File: config.mk
export PLATFORM = sky130hd
export DESIGN_NAME = ulms_top
export DESIGN_NICKNAME = d
export VERILOG_FILES = /design/src/inc/ulms_pkg.sv /design/src/logic/ulms_top.sv
export SDC_FILE = /design/constraint.sdc
export NUM_CORES = 1
export LEC_CHECK = 0
export ABC_AREA = 1
export BUFFER_PORTS_ARGS = -buffer_cell sky130_fd_sc_hd__buf_2
export CORE_MARGIN = 3
export CORE_UTILIZATION = 50
export CTS_CLUSTER_SIZE = 12
export DETAILED_ROUTE_END_ITERATION = 12
export GPL_ROUTABILITY_DRIVEN = 0
export PLACE_DENSITY_LB_ADDON = 0.12
export SYNTH_ARGS = -nofsm -noshare
export SYNTH_HDL_FRONTEND = slang
export SYNTH_SLANG_ARGS = --single-unit
File: constraint.sdc
create_clock -name pclk -period 4.32 [get_ports pclk]
set_clock_uncertainty 0.1 [all_clocks]
set_input_delay 0.648 -clock pclk [delete_from_list [all_inputs] [get_ports pclk]]
set_output_delay 0.648 -clock pclk [all_outputs]
set_load 0.05 [all_outputs]
File: src/inc/ulms_pkg.sv
`default_nettype none
package ulms_pkg;
  // ==========================================
  // Register indices and byte addresses
  localparam int IDX_RXTX = 0;
  localparam int IDX_IER = 1;
  localparam int IDX_FCR = 2;
  localparam int IDX_LCR = 3;
  localparam int IDX_MCR = 4;
  localparam int IDX_LSR = 5;
  localparam int IDX_MSR = 6;
  localparam int IDX_DIV = 7;
  localparam logic [5:0] ADDR_RXTX = 6'(4 * IDX_RXTX);
  localparam logic [5:0] ADDR_IER = 6'(4 * IDX_IER);
  localparam logic [5:0] ADDR_FCR = 6'(4 * IDX_FCR);
  localparam logic [5:0] ADDR_LCR = 6'(4 * IDX_LCR);
  localparam logic [5:0] ADDR_MCR = 6'(4 * IDX_MCR);
  localparam logic [5:0] ADDR_LSR = 6'(4 * IDX_LSR);
  localparam logic [5:0] ADDR_MSR = 6'(4 * IDX_MSR);
  localparam logic [5:0] ADDR_DIV = 6'(4 * IDX_DIV);
  // ==========================================
  // Field positions
  localparam int IER_RX = 0;
  localparam int IER_THR = 1;
  localparam int IER_RLS = 2;
  localparam int IER_MS = 3;
  localparam int FCR_EN = 0;
  localparam int LCR_WL = 0;
  localparam int LCR_PEN = 3;
  localparam int LCR_EPS = 4;
  localparam int LCR_STICK = 5;
  localparam int MCR_DTR = 0;
  localparam int MCR_RTS = 1;
  localparam int MCR_USER_OUTPUT_ONE = 2;
  localparam int MCR_USER_OUTPUT_TWO = 3;
  localparam int MCR_LOOP = 4;
  // ==========================================
  // Reset values
  localparam logic [7:0] IER_RST = 8'h00;
  localparam logic [7:0] FCR_RST = 8'h00;
  localparam logic [7:0] LCR_RST = 8'h03;
  localparam logic [7:0] MCR_RST = 8'h00;
  localparam logic [15:0] DIV_RST = 16'h0036;
  localparam logic [3:0] MODEM_N_RST = 4'hf;
  // ==========================================
  // Timing in 16x ticks and FIFO shape
  localparam logic [3:0] TICK_MID = 4'h7;
  localparam logic [3:0] TICK_LAST = 4'hf;
  localparam logic [3:0] HALF_BIT_LAST = 4'h7;
  localparam int FIFO_DEPTH = 16;
  localparam logic [4:0] FIFO_FULL = 5'h10;
  typedef enum {
    RX_IDLE, RX_START, RX_DATA, RX_PARITY, RX_STOP, RX_BREAK
  } ulms_rx_state_e;
endpackage
`default_nettype wire

File: src/logic/ulms_top.sv
`timescale 1ns/1ps
`default_nettype none
module ulms_top (
  // Clock and reset
  input wire logic pclk,
  input wire logic presetn,
  // APB slave
  input wire logic psel,
  input wire logic penable,
  input wire logic pwrite,
  input wire logic [5:0] paddr,
  input wire logic [31:0] pwdata,
  output logic [31:0] prdata,
  output logic pready,
  output logic pslverr,
  // Serial pins
  input wire logic rx_line,
  output logic tx_line,
  // Transmitter side
  input wire logic tx_serial,
  input wire logic tx_move,
  input wire logic tx_shift_busy,
  input wire logic tx_fifo_empty,
  output logic tx_write,
  output logic [7:0] tx_data,
  // Modem pins
  input wire logic clear_to_send_in_n,
  input wire logic data_set_ready_in_n,
  input wire logic ring_indicator_in_n,
  input wire logic carrier_detect_in_n,
  output logic terminal_ready_out_n,
  output logic request_to_send_ctl_n,
  // Interrupt requests
  output logic rx_data_irq,
  output logic line_status_irq,
  output logic tx_empty_irq,
  output logic modem_status_irq
);
  import ulms_pkg::*;

  // ==========================================
  // Bus decode
  logic [7:0] interrupt_enable, fifo_control, line_config;
  logic [7:0] modem_control;
  logic [15:0] divisor;
  logic [7:0] line_status, modem_status;
  logic [15:0] rd_mux;
  logic mapped;
  wire setup = psel & ~penable;
  wire wr_en = psel & penable & pready & pwrite;
  wire rd_setup = setup & ~pwrite;
  wire rd_lsr = rd_setup & (paddr == ADDR_LSR);
  wire rd_msr = rd_setup & (paddr == ADDR_MSR);
  wire fifo_mode = fifo_control[FCR_EN];
  wire loop = modem_control[MCR_LOOP];
  logic [7:0] head_data;

  always_comb begin
    mapped = 1'b1;
    rd_mux = 16'h0000;
    case (paddr)
      ADDR_RXTX: rd_mux = {8'h00, head_data};
      ADDR_IER: rd_mux = {8'h00, interrupt_enable};
      ADDR_FCR: rd_mux = {8'h00, fifo_control};
      ADDR_LCR: rd_mux = {8'h00, line_config};
      ADDR_MCR: rd_mux = {8'h00, modem_control};
      ADDR_LSR: rd_mux = {8'h00, line_status};
      ADDR_MSR: rd_mux = {8'h00, modem_status};
      ADDR_DIV: rd_mux = divisor;
      default: mapped = 1'b0;
    endcase
  end

  // Read data is captured at the setup edge, before any clear
  always_ff @(posedge pclk or negedge presetn) begin
    if (!presetn) begin
      pready <= 1'b0;
      pslverr <= 1'b0;
      prdata <= 32'h0000_0000;
    end else begin
      pready <= setup;
      if (setup) begin
        pslverr <= ~mapped;
        prdata <= pwrite ? 32'h0000_0000 : {16'h0000, rd_mux};
      end
    end
  end

  // ==========================================
  // Control registers
  always_ff @(posedge pclk or negedge presetn) begin
    if (!presetn) begin
      interrupt_enable <= IER_RST;
      fifo_control <= FCR_RST;
      line_config <= LCR_RST;
      modem_control <= MCR_RST;
      divisor <= DIV_RST;
    end else if (wr_en) begin
      case (paddr)
        ADDR_IER: interrupt_enable <= {4'h0, pwdata[3:0]};
        ADDR_FCR: fifo_control <= {7'h00, pwdata[FCR_EN]};
        ADDR_LCR: line_config <= pwdata[7:0];
        ADDR_MCR: modem_control <= {3'h0, pwdata[4:0]};
        ADDR_DIV: divisor <= pwdata[15:0];
        default: ;
      endcase
    end
  end

  // Host write to the transmit holding register
  always_ff @(posedge pclk or negedge presetn) begin
    if (!presetn) begin
      tx_write <= 1'b0;
      tx_data <= 8'h00;
    end else begin
      tx_write <= wr_en & (paddr == ADDR_RXTX);
      if (wr_en && paddr == ADDR_RXTX) begin
        tx_data <= pwdata[7:0];
      end
    end
  end

  // ==========================================
  // 16x sample tick
  logic [15:0] div_cnt;
  logic tick;

  always_ff @(posedge pclk or negedge presetn) begin
    if (!presetn) begin
      div_cnt <= 16'h0000;
      tick <= 1'b0;
    end else if (wr_en && paddr == ADDR_DIV) begin
      div_cnt <= 16'h0000;
      tick <= 1'b0;
    end else if (div_cnt + 16'h0001 >= divisor) begin
      div_cnt <= 16'h0000;
      tick <= 1'b1;
    end else begin
      div_cnt <= div_cnt + 16'h0001;
      tick <= 1'b0;
    end
  end

  // ==========================================
  // Pin synchronisers
  logic rx_meta, rx_sync;
  logic [3:0] modem_meta, modem_sync;

  always_ff @(posedge pclk or negedge presetn) begin
    if (!presetn) begin
      rx_meta <= 1'b1;
      rx_sync <= 1'b1;
      modem_meta <= MODEM_N_RST;
      modem_sync <= MODEM_N_RST;
    end else begin
      rx_meta <= rx_line;
      rx_sync <= rx_meta;
      modem_meta <= {carrier_detect_in_n, ring_indicator_in_n,
                     data_set_ready_in_n, clear_to_send_in_n};
      modem_sync <= modem_meta;
    end
  end

  // ==========================================
  // Receiver
  ulms_rx_state_e rx_state;
  logic [3:0] tcnt;
  logic [2:0] bcnt;
  logic [7:0] shreg;
  logic par_acc, zero_all, pe_hold;
  logic rx_push;
  logic [10:0] rx_word;
  wire rx_bit = loop ? tx_serial : rx_sync;
  wire sample = tick & (tcnt == TICK_LAST);
  wire [2:0] last_bit = {1'b1, line_config[LCR_WL +: 2]};
  wire [1:0] align = 2'd3 - line_config[LCR_WL +: 2];
  wire par_exp = ~line_config[LCR_EPS];
  wire par_bad = line_config[LCR_STICK] ? (rx_bit != par_exp)
                                        : ((par_acc ^ rx_bit) != par_exp);

  always_ff @(posedge pclk or negedge presetn) begin
    if (!presetn) begin
      rx_state <= RX_IDLE;
      tcnt <= 4'h0;
      bcnt <= 3'h0;
      shreg <= 8'h00;
      par_acc <= 1'b0;
      zero_all <= 1'b0;
      pe_hold <= 1'b0;
      rx_push <= 1'b0;
      rx_word <= 11'h000;
    end else begin
      rx_push <= 1'b0;
      if (tick && rx_state != RX_IDLE) begin
        tcnt <= tcnt + 4'h1;
      end
      case (rx_state)
        RX_IDLE: begin
          tcnt <= 4'h0;
          if (!rx_bit) begin
            rx_state <= RX_START;
          end
        end
        RX_START: begin
          if (tick && tcnt == TICK_MID) begin
            tcnt <= 4'h0;
            bcnt <= 3'h0;
            par_acc <= 1'b0;
            zero_all <= 1'b1;
            pe_hold <= 1'b0;
            rx_state <= rx_bit ? RX_IDLE : RX_DATA;
          end
        end
        RX_DATA: begin
          if (sample) begin
            shreg <= {rx_bit, shreg[7:1]};
            par_acc <= par_acc ^ rx_bit;
            zero_all <= zero_all & ~rx_bit;
            bcnt <= bcnt + 3'h1;
            if (bcnt == last_bit) begin
              rx_state <= line_config[LCR_PEN] ? RX_PARITY : RX_STOP;
            end
          end
        end
        RX_PARITY: begin
          if (sample) begin
            pe_hold <= par_bad;
            zero_all <= zero_all & ~rx_bit;
            rx_state <= RX_STOP;
          end
        end
        RX_STOP: begin
          if (sample) begin
            rx_push <= 1'b1;
            if (zero_all && !rx_bit) begin
              rx_word <= {3'b100, 8'h00};
              tcnt <= 4'h0;
              rx_state <= RX_BREAK;
            end else if (!rx_bit) begin
              rx_word <= {2'b01, pe_hold, shreg >> align};
              tcnt <= 4'h0;
              rx_state <= RX_START;
            end else begin
              rx_word <= {2'b00, pe_hold, shreg >> align};
              rx_state <= RX_IDLE;
            end
          end
        end
        RX_BREAK: begin
          if (!rx_bit) begin
            tcnt <= 4'h0;
          end else if (tick && tcnt == HALF_BIT_LAST) begin
            rx_state <= RX_IDLE;
          end
        end
        default: rx_state <= RX_IDLE;
      endcase
    end
  end

  // ==========================================
  // Receive FIFO, depth one outside FIFO mode
  logic [10:0] mem [FIFO_DEPTH];
  logic [3:0] wptr, rptr;
  logic [4:0] count;
  logic [FIFO_DEPTH-1:0] err_vec;
  wire pop = rd_setup & (paddr == ADDR_RXTX) & (count != 5'h00);
  wire full = (fifo_mode ? (count == FIFO_FULL) : (count != 5'h00)) & ~pop;
  wire push_ok = rx_push & ~full;
  wire ovw = rx_push & full & ~fifo_mode;
  wire overrun = rx_push & full;
  wire [3:0] rnext = rptr + 4'h1;
  wire head_in = (push_ok & ((count == 5'h00) | (pop & count == 5'h01))) | ovw;
  wire head_mem = pop & (count > 5'h01);
  wire [2:0] head_err = head_in ? rx_word[10:8] :
                        (head_mem ? mem[rnext][10:8] : 3'b000);
  assign head_data = mem[rptr][7:0];

  always_ff @(posedge pclk) begin
    if (push_ok) begin
      mem[wptr] <= rx_word;
    end else if (ovw) begin
      mem[rptr] <= rx_word;
    end
  end

  always_ff @(posedge pclk or negedge presetn) begin
    if (!presetn) begin
      wptr <= 4'h0;
      rptr <= 4'h0;
      count <= 5'h00;
      err_vec <= '0;
    end else begin
      if (push_ok) begin
        wptr <= wptr + 4'h1;
      end
      if (pop) begin
        rptr <= rnext;
        err_vec[rptr] <= 1'b0;
      end
      if (push_ok) begin
        err_vec[wptr] <= |rx_word[10:8];
      end else if (ovw) begin
        err_vec[rptr] <= |rx_word[10:8];
      end
      if (push_ok && !pop) begin
        count <= count + 5'h01;
      end else if (pop && !push_ok) begin
        count <= count - 5'h01;
      end
    end
  end

  // ==========================================
  // Line status flags
  logic oe_flag, pe_flag, fe_flag, bi_flag, fifo_err_flag;
  logic tx_holding_empty_flag_flag, tx_all_empty_flag_flag;

  always_ff @(posedge pclk or negedge presetn) begin
    if (!presetn) begin
      oe_flag <= 1'b0;
      pe_flag <= 1'b0;
      fe_flag <= 1'b0;
      bi_flag <= 1'b0;
      fifo_err_flag <= 1'b0;
    end else begin
      oe_flag <= (oe_flag & ~rd_lsr) | overrun;
      pe_flag <= (pe_flag & ~rd_lsr) | head_err[0];
      fe_flag <= (fe_flag & ~rd_lsr) | head_err[1];
      bi_flag <= (bi_flag & ~rd_lsr) | head_err[2];
      fifo_err_flag <= (|err_vec) | (fifo_err_flag & ~rd_lsr);
    end
  end

  // Holding empty: outside FIFO mode a host write refills the register, so it wins
  always_ff @(posedge pclk or negedge presetn) begin
    if (!presetn) begin
      tx_holding_empty_flag_flag <= 1'b1;
      tx_all_empty_flag_flag <= 1'b1;
    end else begin
      if (fifo_mode) begin
        tx_holding_empty_flag_flag <= tx_fifo_empty;
      end else if (tx_write) begin
        tx_holding_empty_flag_flag <= 1'b0;
      end else if (tx_move) begin
        tx_holding_empty_flag_flag <= 1'b1;
      end
      tx_all_empty_flag_flag <= tx_holding_empty_flag_flag & ~tx_shift_busy & ~tx_write;
    end
  end

  assign line_status = {fifo_mode & fifo_err_flag, tx_all_empty_flag_flag, tx_holding_empty_flag_flag,
                        bi_flag, fe_flag, pe_flag, oe_flag,
                        count != 5'h00};

  // ==========================================
  // Modem status
  logic [3:0] modem_prev, modem_delta;
  wire [3:0] modem_n = loop ? ~{modem_control[MCR_USER_OUTPUT_TWO], modem_control[MCR_USER_OUTPUT_ONE],
                                modem_control[MCR_DTR], modem_control[MCR_RTS]}
                            : modem_sync;
  wire [3:0] change = modem_n ^ modem_prev;
  wire [3:0] events = {change[3], ~modem_prev[2] & modem_n[2],
                       change[1], change[0]};

  always_ff @(posedge pclk or negedge presetn) begin
    if (!presetn) begin
      modem_prev <= MODEM_N_RST;
      modem_delta <= 4'h0;
    end else begin
      modem_prev <= modem_n;
      modem_delta <= (modem_delta & {4{~rd_msr}}) | events;
    end
  end

  assign modem_status = {~modem_prev, modem_delta};

  // ==========================================
  // Interrupt requests and pins
  always_ff @(posedge pclk or negedge presetn) begin
    if (!presetn) begin
      rx_data_irq <= 1'b0;
      line_status_irq <= 1'b0;
      tx_empty_irq <= 1'b0;
      modem_status_irq <= 1'b0;
    end else begin
      rx_data_irq <= interrupt_enable[IER_RX] & (count != 5'h00);
      line_status_irq <= interrupt_enable[IER_RLS] &
                         (oe_flag | pe_flag | fe_flag | bi_flag);
      tx_empty_irq <= interrupt_enable[IER_THR] & tx_holding_empty_flag_flag;
      modem_status_irq <= interrupt_enable[IER_MS] & (|modem_delta);
    end
  end

  always_ff @(posedge pclk or negedge presetn) begin
    if (!presetn) begin
      tx_line <= 1'b1;
      terminal_ready_out_n <= 1'b1;
      request_to_send_ctl_n <= 1'b1;
    end else begin
      tx_line <= loop | tx_serial;
      terminal_ready_out_n <= loop | ~modem_control[MCR_DTR];
      request_to_send_ctl_n <= loop | ~modem_control[MCR_RTS];
    end
  end
endmodule
`default_nettype wire

Word-level counts from Yosys, hierarchy flattened
Memories as Yosys holds them, arrays and structs flattened.
Index checks and enable logic that the tools add are counted.
{"block": "op_classes", "n_addsub": 8, "magnitude_cmp": 6, "eq_ne": 28, "shifts": 1, "mux": 69, "bitwise": 68, "n_reduce_logical": 39}
{"operator": "$mux 32", "n": 8}
{"operator": "$pmux 32 s6", "n": 1}
{"operator": "$pmux 16 s8", "n": 1}
{"operator": "$mux 16", "n": 6}
{"operator": "$eq 32x2->1 const B", "n": 2}
{"operator": "$eq 32x3->1 const B", "n": 2}
{"operator": "$and 1x1->1", "n": 32}
{"operator": "$bwmux 16", "n": 2}
{"operator": "$eq 32x1->1 const B", "n": 1}
{"operator": "$logic_not 32->1", "n": 1}
{"operator": "$reduce_bool 32->1", "n": 1}
{"operator": "$mux 4", "n": 7}
{"operator": "$mux 1", "n": 25}
{"operator": "$eq 6x5->1 const B", "n": 4}
{"operator": "$mux 11", "n": 2}
{"operator": "$mux 3", "n": 6}
{"operator": "$add 16x1->16 const B", "n": 1}
{"operator": "$and 16x16->16", "n": 1}
{"operator": "$ge 16x16->1", "n": 1}
{"operator": "$ne 2x2->1 const B", "n": 8}
{"operator": "$not 16->16", "n": 1}
{"operator": "$pmux 4 s4", "n": 1}
{"operator": "$reduce_or 16->1", "n": 1}
{"operator": "$not 1->1", "n": 15}
{"operator": "45 further kinds", "n": 89}
{"block": "totals", "reg_bits": 217, "mem_bits_rw": 176, "out_inout_bits": 50, "word_cells": 265, "n_memories": 1}
{"memory": "mem", "depth": 16, "word_bits": 11, "rd": 2, "rd_clocked_by_memory_dff": 0, "wr": 1, "line": "ulms_top.sv:263", "rtl": "logic [10:0] mem [FIFO_DEPTH];"}

Depth between registers and ports, before layout
{"block": "logic_depth", "ltp_word": 14, "mapped_depth": 15, "ltp_nobuf": 15}

Worst setup path before layout
OpenSTA, ideal clock, no wires.
{"block": "synth_timing", "path_kind": "input to register", "start": "input port penable", "end": "memory mem[12][0], enable pin", "setup_time_ns": 0.378, "arrival_time_ns": 2.191, "t_required_ns": 3.842, "path_slack_ns": 1.651, "cell_stages": 11, "path_cell_list": "inv_1 > nand2_2 > nor2_4 > nand2_2 > nor2_4 > nor2_8 > nor2_8 > inv_2 > nand2_4 > nand3_2 > nor2_1"}
{"block": "synth_between", "elab_chain_cells": 14}
{"item": "start, declared", "line": "ulms_top.sv:9", "rtl": "input wire logic penable,"}
{"item": "$not 1->1 *", "line": "ulms_top.sv:49", "rtl": "wire setup = psel & ~penable;"}
{"item": "$and 1x1->1 *", "line": "ulms_top.sv:49"}
{"item": "$and 1x1->1 *", "line": "ulms_top.sv:51", "rtl": "wire rd_setup = setup & ~pwrite;"}
{"item": "$and 1x1->1 * (2 in a row)", "line": "ulms_top.sv:267", "rtl": "wire pop = rd_setup & (paddr == ADDR_RXTX) & (count != 5'h00);"}
{"item": "$not 1->1 *", "line": "ulms_top.sv:268", "rtl": "wire full = (fifo_mode ? (count == FIFO_FULL) : (count != 5'h00)) & ~pop;"}
{"item": "$and 1x1->1 *", "line": "ulms_top.sv:268"}
{"item": "$and 1x1->1 (2 in a row)", "line": "ulms_top.sv:270", "rtl": "wire ovw = rx_push & full & ~fifo_mode;"}
{"item": "$mux 1", "line": "ulms_top.sv:282", "rtl": "end else if (ovw) begin"}
{"item": "$mux 1", "line": "ulms_top.sv:280", "rtl": "if (push_ok) begin"}
{"item": "$mux 1 (not written as such)", "line": "ulms_top.sv:283", "rtl": "mem[rptr] <= rx_word;"}
{"item": "$reduce_or 11->1 (no source line)"}
{"item": "$mux 4 (no source line) or $mux 1 (tied branches)"}
{"item": "end, declared", "line": "ulms_top.sv:263"}
Every way passes the cells marked *; elsewhere a longest branch is shown, timed or not.

Worst setup path after layout
{"block": "layout_timing", "start": "register count[0]", "end": "memory mem[8][2], enable pin"}
{"block": "layout_between", "elab_chain_cells": 11}
{"item": "start, declared", "line": "ulms_top.sv:265", "rtl": "logic [4:0] count;"}
{"item": "start signal, assigned", "line": "ulms_top.sv:307", "rtl": "count <= count + 5'h01;"}
{"item": "start signal, assigned", "line": "ulms_top.sv:309", "rtl": "count <= count - 5'h01;"}
{"item": "$reduce_bool 5->1", "line": "ulms_top.sv:267, ulms_top.sv:268"}
{"item": "$and 1x1->1", "line": "ulms_top.sv:267"}
{"item": "$not 1->1", "line": "ulms_top.sv:268"}
{"item": "$and 1x1->1 *", "line": "ulms_top.sv:268"}
{"item": "$and 1x1->1 (2 in a row)", "line": "ulms_top.sv:270"}
{"item": "$mux 1", "line": "ulms_top.sv:282"}
{"item": "$mux 1", "line": "ulms_top.sv:280"}
{"item": "$mux 1 (not written as such)", "line": "ulms_top.sv:283"}
{"item": "$reduce_or 11->1 (no source line)"}
{"item": "$mux 4 (no source line) or $mux 1 (tied branches)"}
Marks and branches as above.

==> metrics.md <==
| Metric | Value |
|---|---|
| Status | finished clean |
| Area share of and/or/nand/nor cells after synthesis | 0.214 |
| Total GRT Usage | 0.224 |
| Starting Density | 0.513 |
| Max-Cap Viols | 0 |
| Final Hold Fails | 0 |
| CP arrival | 3.17 ns |
| Vias in the first global route | 11,800 |
| Adder-Cell Fraction of Synth Area | 0.0245 |
| CTS clk-pin slew, worst paths | 0.06 ns |
| Die width | 187 um |
| Share of cells above drive strength 1 | 0.117 |
| Final setup TNS | 0 ns |
| IO Count | 102 |
| Area of the core | 31,900 sq um |
| Post-route DRC | 0 |
| Worst reg2reg setup slack | 1.26 ns |
| Unrepaired setup endpoints after global routing | false |
| # diodes | 0 |
| Sequential-to-total area share from yosys stat | 0.588 |
| Critical path required time | 4.43 ns |
| Post-route ant nets | 0 |
| First-pass GRT wire length | 63.4 mm |
| Drt via density | 5.26 |
| Worst r2r path cells | 11 |
| Fill count | 2,854 |
| DP Cell Count | 2,230 |
| CTS Buf Count | 38 |
| Max Slew Vio Count | 0 |
| Clock Latency Late Sink | 0.52 ns |
| Worst slew margin | 0.304 |
| Die area | 34,900 sq um |
| CP max FO | 32 |
| CTS tree | built |
| Synth Area in XOR/XNOR | 0.0139 |
| CP Launch Type | register |
| Post-synthesis compound-gate area fraction | 0.102 |
| Post-CTS Setup Repair Bufs | 0 |
| CP Cell Sequence | inv_1 -> ha_1 -> nand3_4 -> nand3_4 -> nand4_4 -> nand2_1 -> nand2_1 -> inv_1 -> nand2_1 -> nor2_1 -> buf_4 |
| Mapped Area | 16,400 sq um |
| Synth unique cells | 52 |
| Post-Synthesis Cells | 1,760 |
| Max stage delay on crit path | 0.49 ns |
| Detailed-route via count | 12,100 |
| Leak | 7.42 nW |
| Die Ht | 187 um |
| Grt ovf | 0 |
| Most common cell on crit path | nand2_1 |
| Worst-Margin Slew | 1.04 ns |
| H-tree Lvls | 2 |
| Worst Hold Class | in2async |
| Max Freq | 327 MHz |
| Final Cycle Share | 0.708 |
| Min Clock Period, post-route | 3.06 ns |
| Largest net degree at the start of global routing | 93 |
| Post-CTS Resized | 0 |
| Post-synth EDFFs | 176 |
| Synth Flop Type | edfxtp_1 |
| Detailed Routing Iterations Pass 1 | 5 |
| Num rows | 65 |
| Slowest-stage cell, CP | nand4_4 |
| Mux contribution to synthesized area | 0 |
| Worst setup EP type | register |
| CTS Buffer Depth | 3 |
| Sink Count | 348 |
| WL/cell | 16.8 um |
| Hold Buf Count CTS | 0 |
| R2R Path End | mem[8][2]$_DFFE_PP_ |
| Initial antenna violation count | 1 |
| R2R Path Start | count[0]$_DFFE_PN0P_ |
| # port buffers | 69 |
| WS Path Type | reg2reg |
| Layout Utilization | 0.574 |
| Final setup violation count | 0 |
| Area grow syn2layout | 11.8% |
| Final std cells w/o fill | 2,298 |
| Initial drt markers | 768 |
| Post-synth ARST share | 0.494 |
| Avg Synthesized Cell Area | 9.30 sq um |
| Root Buffer Master | clkbuf_16 |
| Post-DP HPWL | 26.0 mm |
| Total Wirelength | 38.6 mm |
| Syn. warnings | 0 |
| Nets | 1,919 |
| Main combinational cell family by area after synthesis | simple AND/OR/NAND/NOR gates |
| #FFs+latches synth | 348 |
| Peak supply drop | 336 uV |
| Pwr Density | 383 nW/um^2 |
==> routing by layer <==
layer | vias up | GRT usage | part of all wire
met3 | 64 | 0.0298 | 0.050
met1 | 5755 | 0.308 | 0.45
met5 | - | 0 | 0.00052
li1 | 5972 | - | -
met2 | 299 | 0.379 | 0.48
met4 | 2 | 0.0573 | 0.021
==> worst max-delay path by stage <==
stage	startpoint	to	slack (ns)	depth (start not counted)
detailed placement	penable	mem[8][3]$_DFFE_PP_	0.94	13
CTS	count[0]$_DFFE_PN0P_	mem[8][2]$_DFFE_PP_	1.25	11
global placement	penable	mem[13][4]$_DFFE_PP_	0.94	13
global route	div_cnt[0]$_DFF_PN0_	div_cnt[2]$_DFF_PN0_	0.94	15
floorplan	penable	mem[12][0]$_DFFE_PP_	1.65	11
finish	count[0]$_DFFE_PN0P_	mem[8][2]$_DFFE_PP_	1.26	11
==> flip-flops by register name, summed over array words and instances, names as in the netlist, 11 cells and up <==
signal,cells
div_cnt,16
divisor,16
err_vec,16
mem,176
prdata,16
rx_word,11
==> cells in the mapped netlist (3+ instances only) <==
cell type    n  area (sq um)
clkbuf_1    34           128
nor2_2       3          18.8
inv_2        8          30.0
inv_1      136           510
edfxtp_1   176          5290
nor2_1     263           987
nand3_1     92           460
dfrtp_1    147          3680
nand2_1    402          1510
nand4_1     17           106
nand3_2      3          30.0
ha_1        32           400
o22ai_1      6          37.5
a31oi_1      4          25.0
buf_6        3          33.8
nor2_8       3          60.1
o21bai_1     3          22.5
o31ai_1      6          45.0
buf_4       17           128
xnor2_1      5          43.8
o211ai_1     8          60.1
o21ai_0    192           961
buf_2       18          90.1
o21ai_2      9          78.8
nand2_2      7          43.8
nor4_1       4          25.0
o21ai_1     40           200
nor3_1      14          70.1
nor2_4       5          56.3
dfstp_2     25           657
a21oi_1     31           155
xor2_1      21           184
==> worst max-delay path, delay by kind of cell (launching register included) <==
| kind | cells | cell delay (ns) |
|---|---|---|
| buffers and inverters | 3 | 0.47 |
| flip-flops | 1 | 0.42 |
| AND/OR/NAND/NOR | 7 | 1.50 |
| adder cells (fa/ha/maj) | 1 | 0.24 |
==> placed cells by master, fill, tap and decap left out, types with 15 or more instances in the layout <==
cell | netlist | final
ha_1 | 32 | 32
dfstp_2 | 25 | 25
buf_4 | 17 | 24
edfxtp_1 | 176 | 176
nand3_1 | 92 | 92
buf_2 | 18 | 68
inv_1 | 136 | 136
dfrtp_1 | 147 | 146
o21ai_0 | 192 | 192
clkbuf_16 | 0 | 39
nand4_1 | 17 | 17
a21oi_1 | 31 | 31
o21ai_1 | 40 | 40
conb_1 | 1 | 16
nand2_1 | 402 | 402
nor2_1 | 263 | 263
clkbuf_1 | 34 | 15
xor2_1 | 21 | 21
==> metrics by stage <==
| step | setup WS, ns | hold slack (ns) | power [mW] | area, sq um |
|---|---|---|---|---|
| CTS | 1.25 | 0.103 | 7.08 | 18300 |
| global route | 0.937 | 0.114 | 7.28 | 18300 |
| global placement | 0.937 | 0.246 | 3.99 | 17100 |
| floorplan | 1.65 | 0.245 | 3.88 | 16400 |
| detailed placement | 0.937 | 0.247 | 4.00 | 17100 |
| finish | 1.26 | 0.0679 | 7.02 | 18300 |
==> where the power goes <==
part | internal, mW | switching [mW]
Combinational | 0.126 | 0.253
Clock | 1.81 | 1.27
Sequential | 3.51 | 0.0411
==> kinds of logic (layout without fill, tap and decap cells) <==
| family | after synthesis | count (layout) |
|---|---|---|
| AO/OA/AOI/OAI | 310 | 310 |
| adder cells (fa/ha/maj) | 32 | 32 |
| other | 1 | 16 |
| buffers and inverters | 220 | 308 |
| XOR/XNOR | 26 | 26 |
| AND/OR/NAND/NOR | 823 | 823 |
| flip-flops | 348 | 348 |
==> final cells by class <==
cell class / count / area [sq um] / area share
Clock inverter: 12 / 114 / 0.00622
Inverter: 146 / 548 / 0.0299
Clock buffer: 56 / 1050 / 0.0575
Sequential cell: 348 / 9620 / 0.526
Tap cell: 435 / 544 / 0.0297
Multi-Input combinational cell: 1207 / 5870 / 0.321
Timing Repair Buffer: 94 / 552 / 0.0301
No activity file was read; power rests on OpenSTA's default activity.
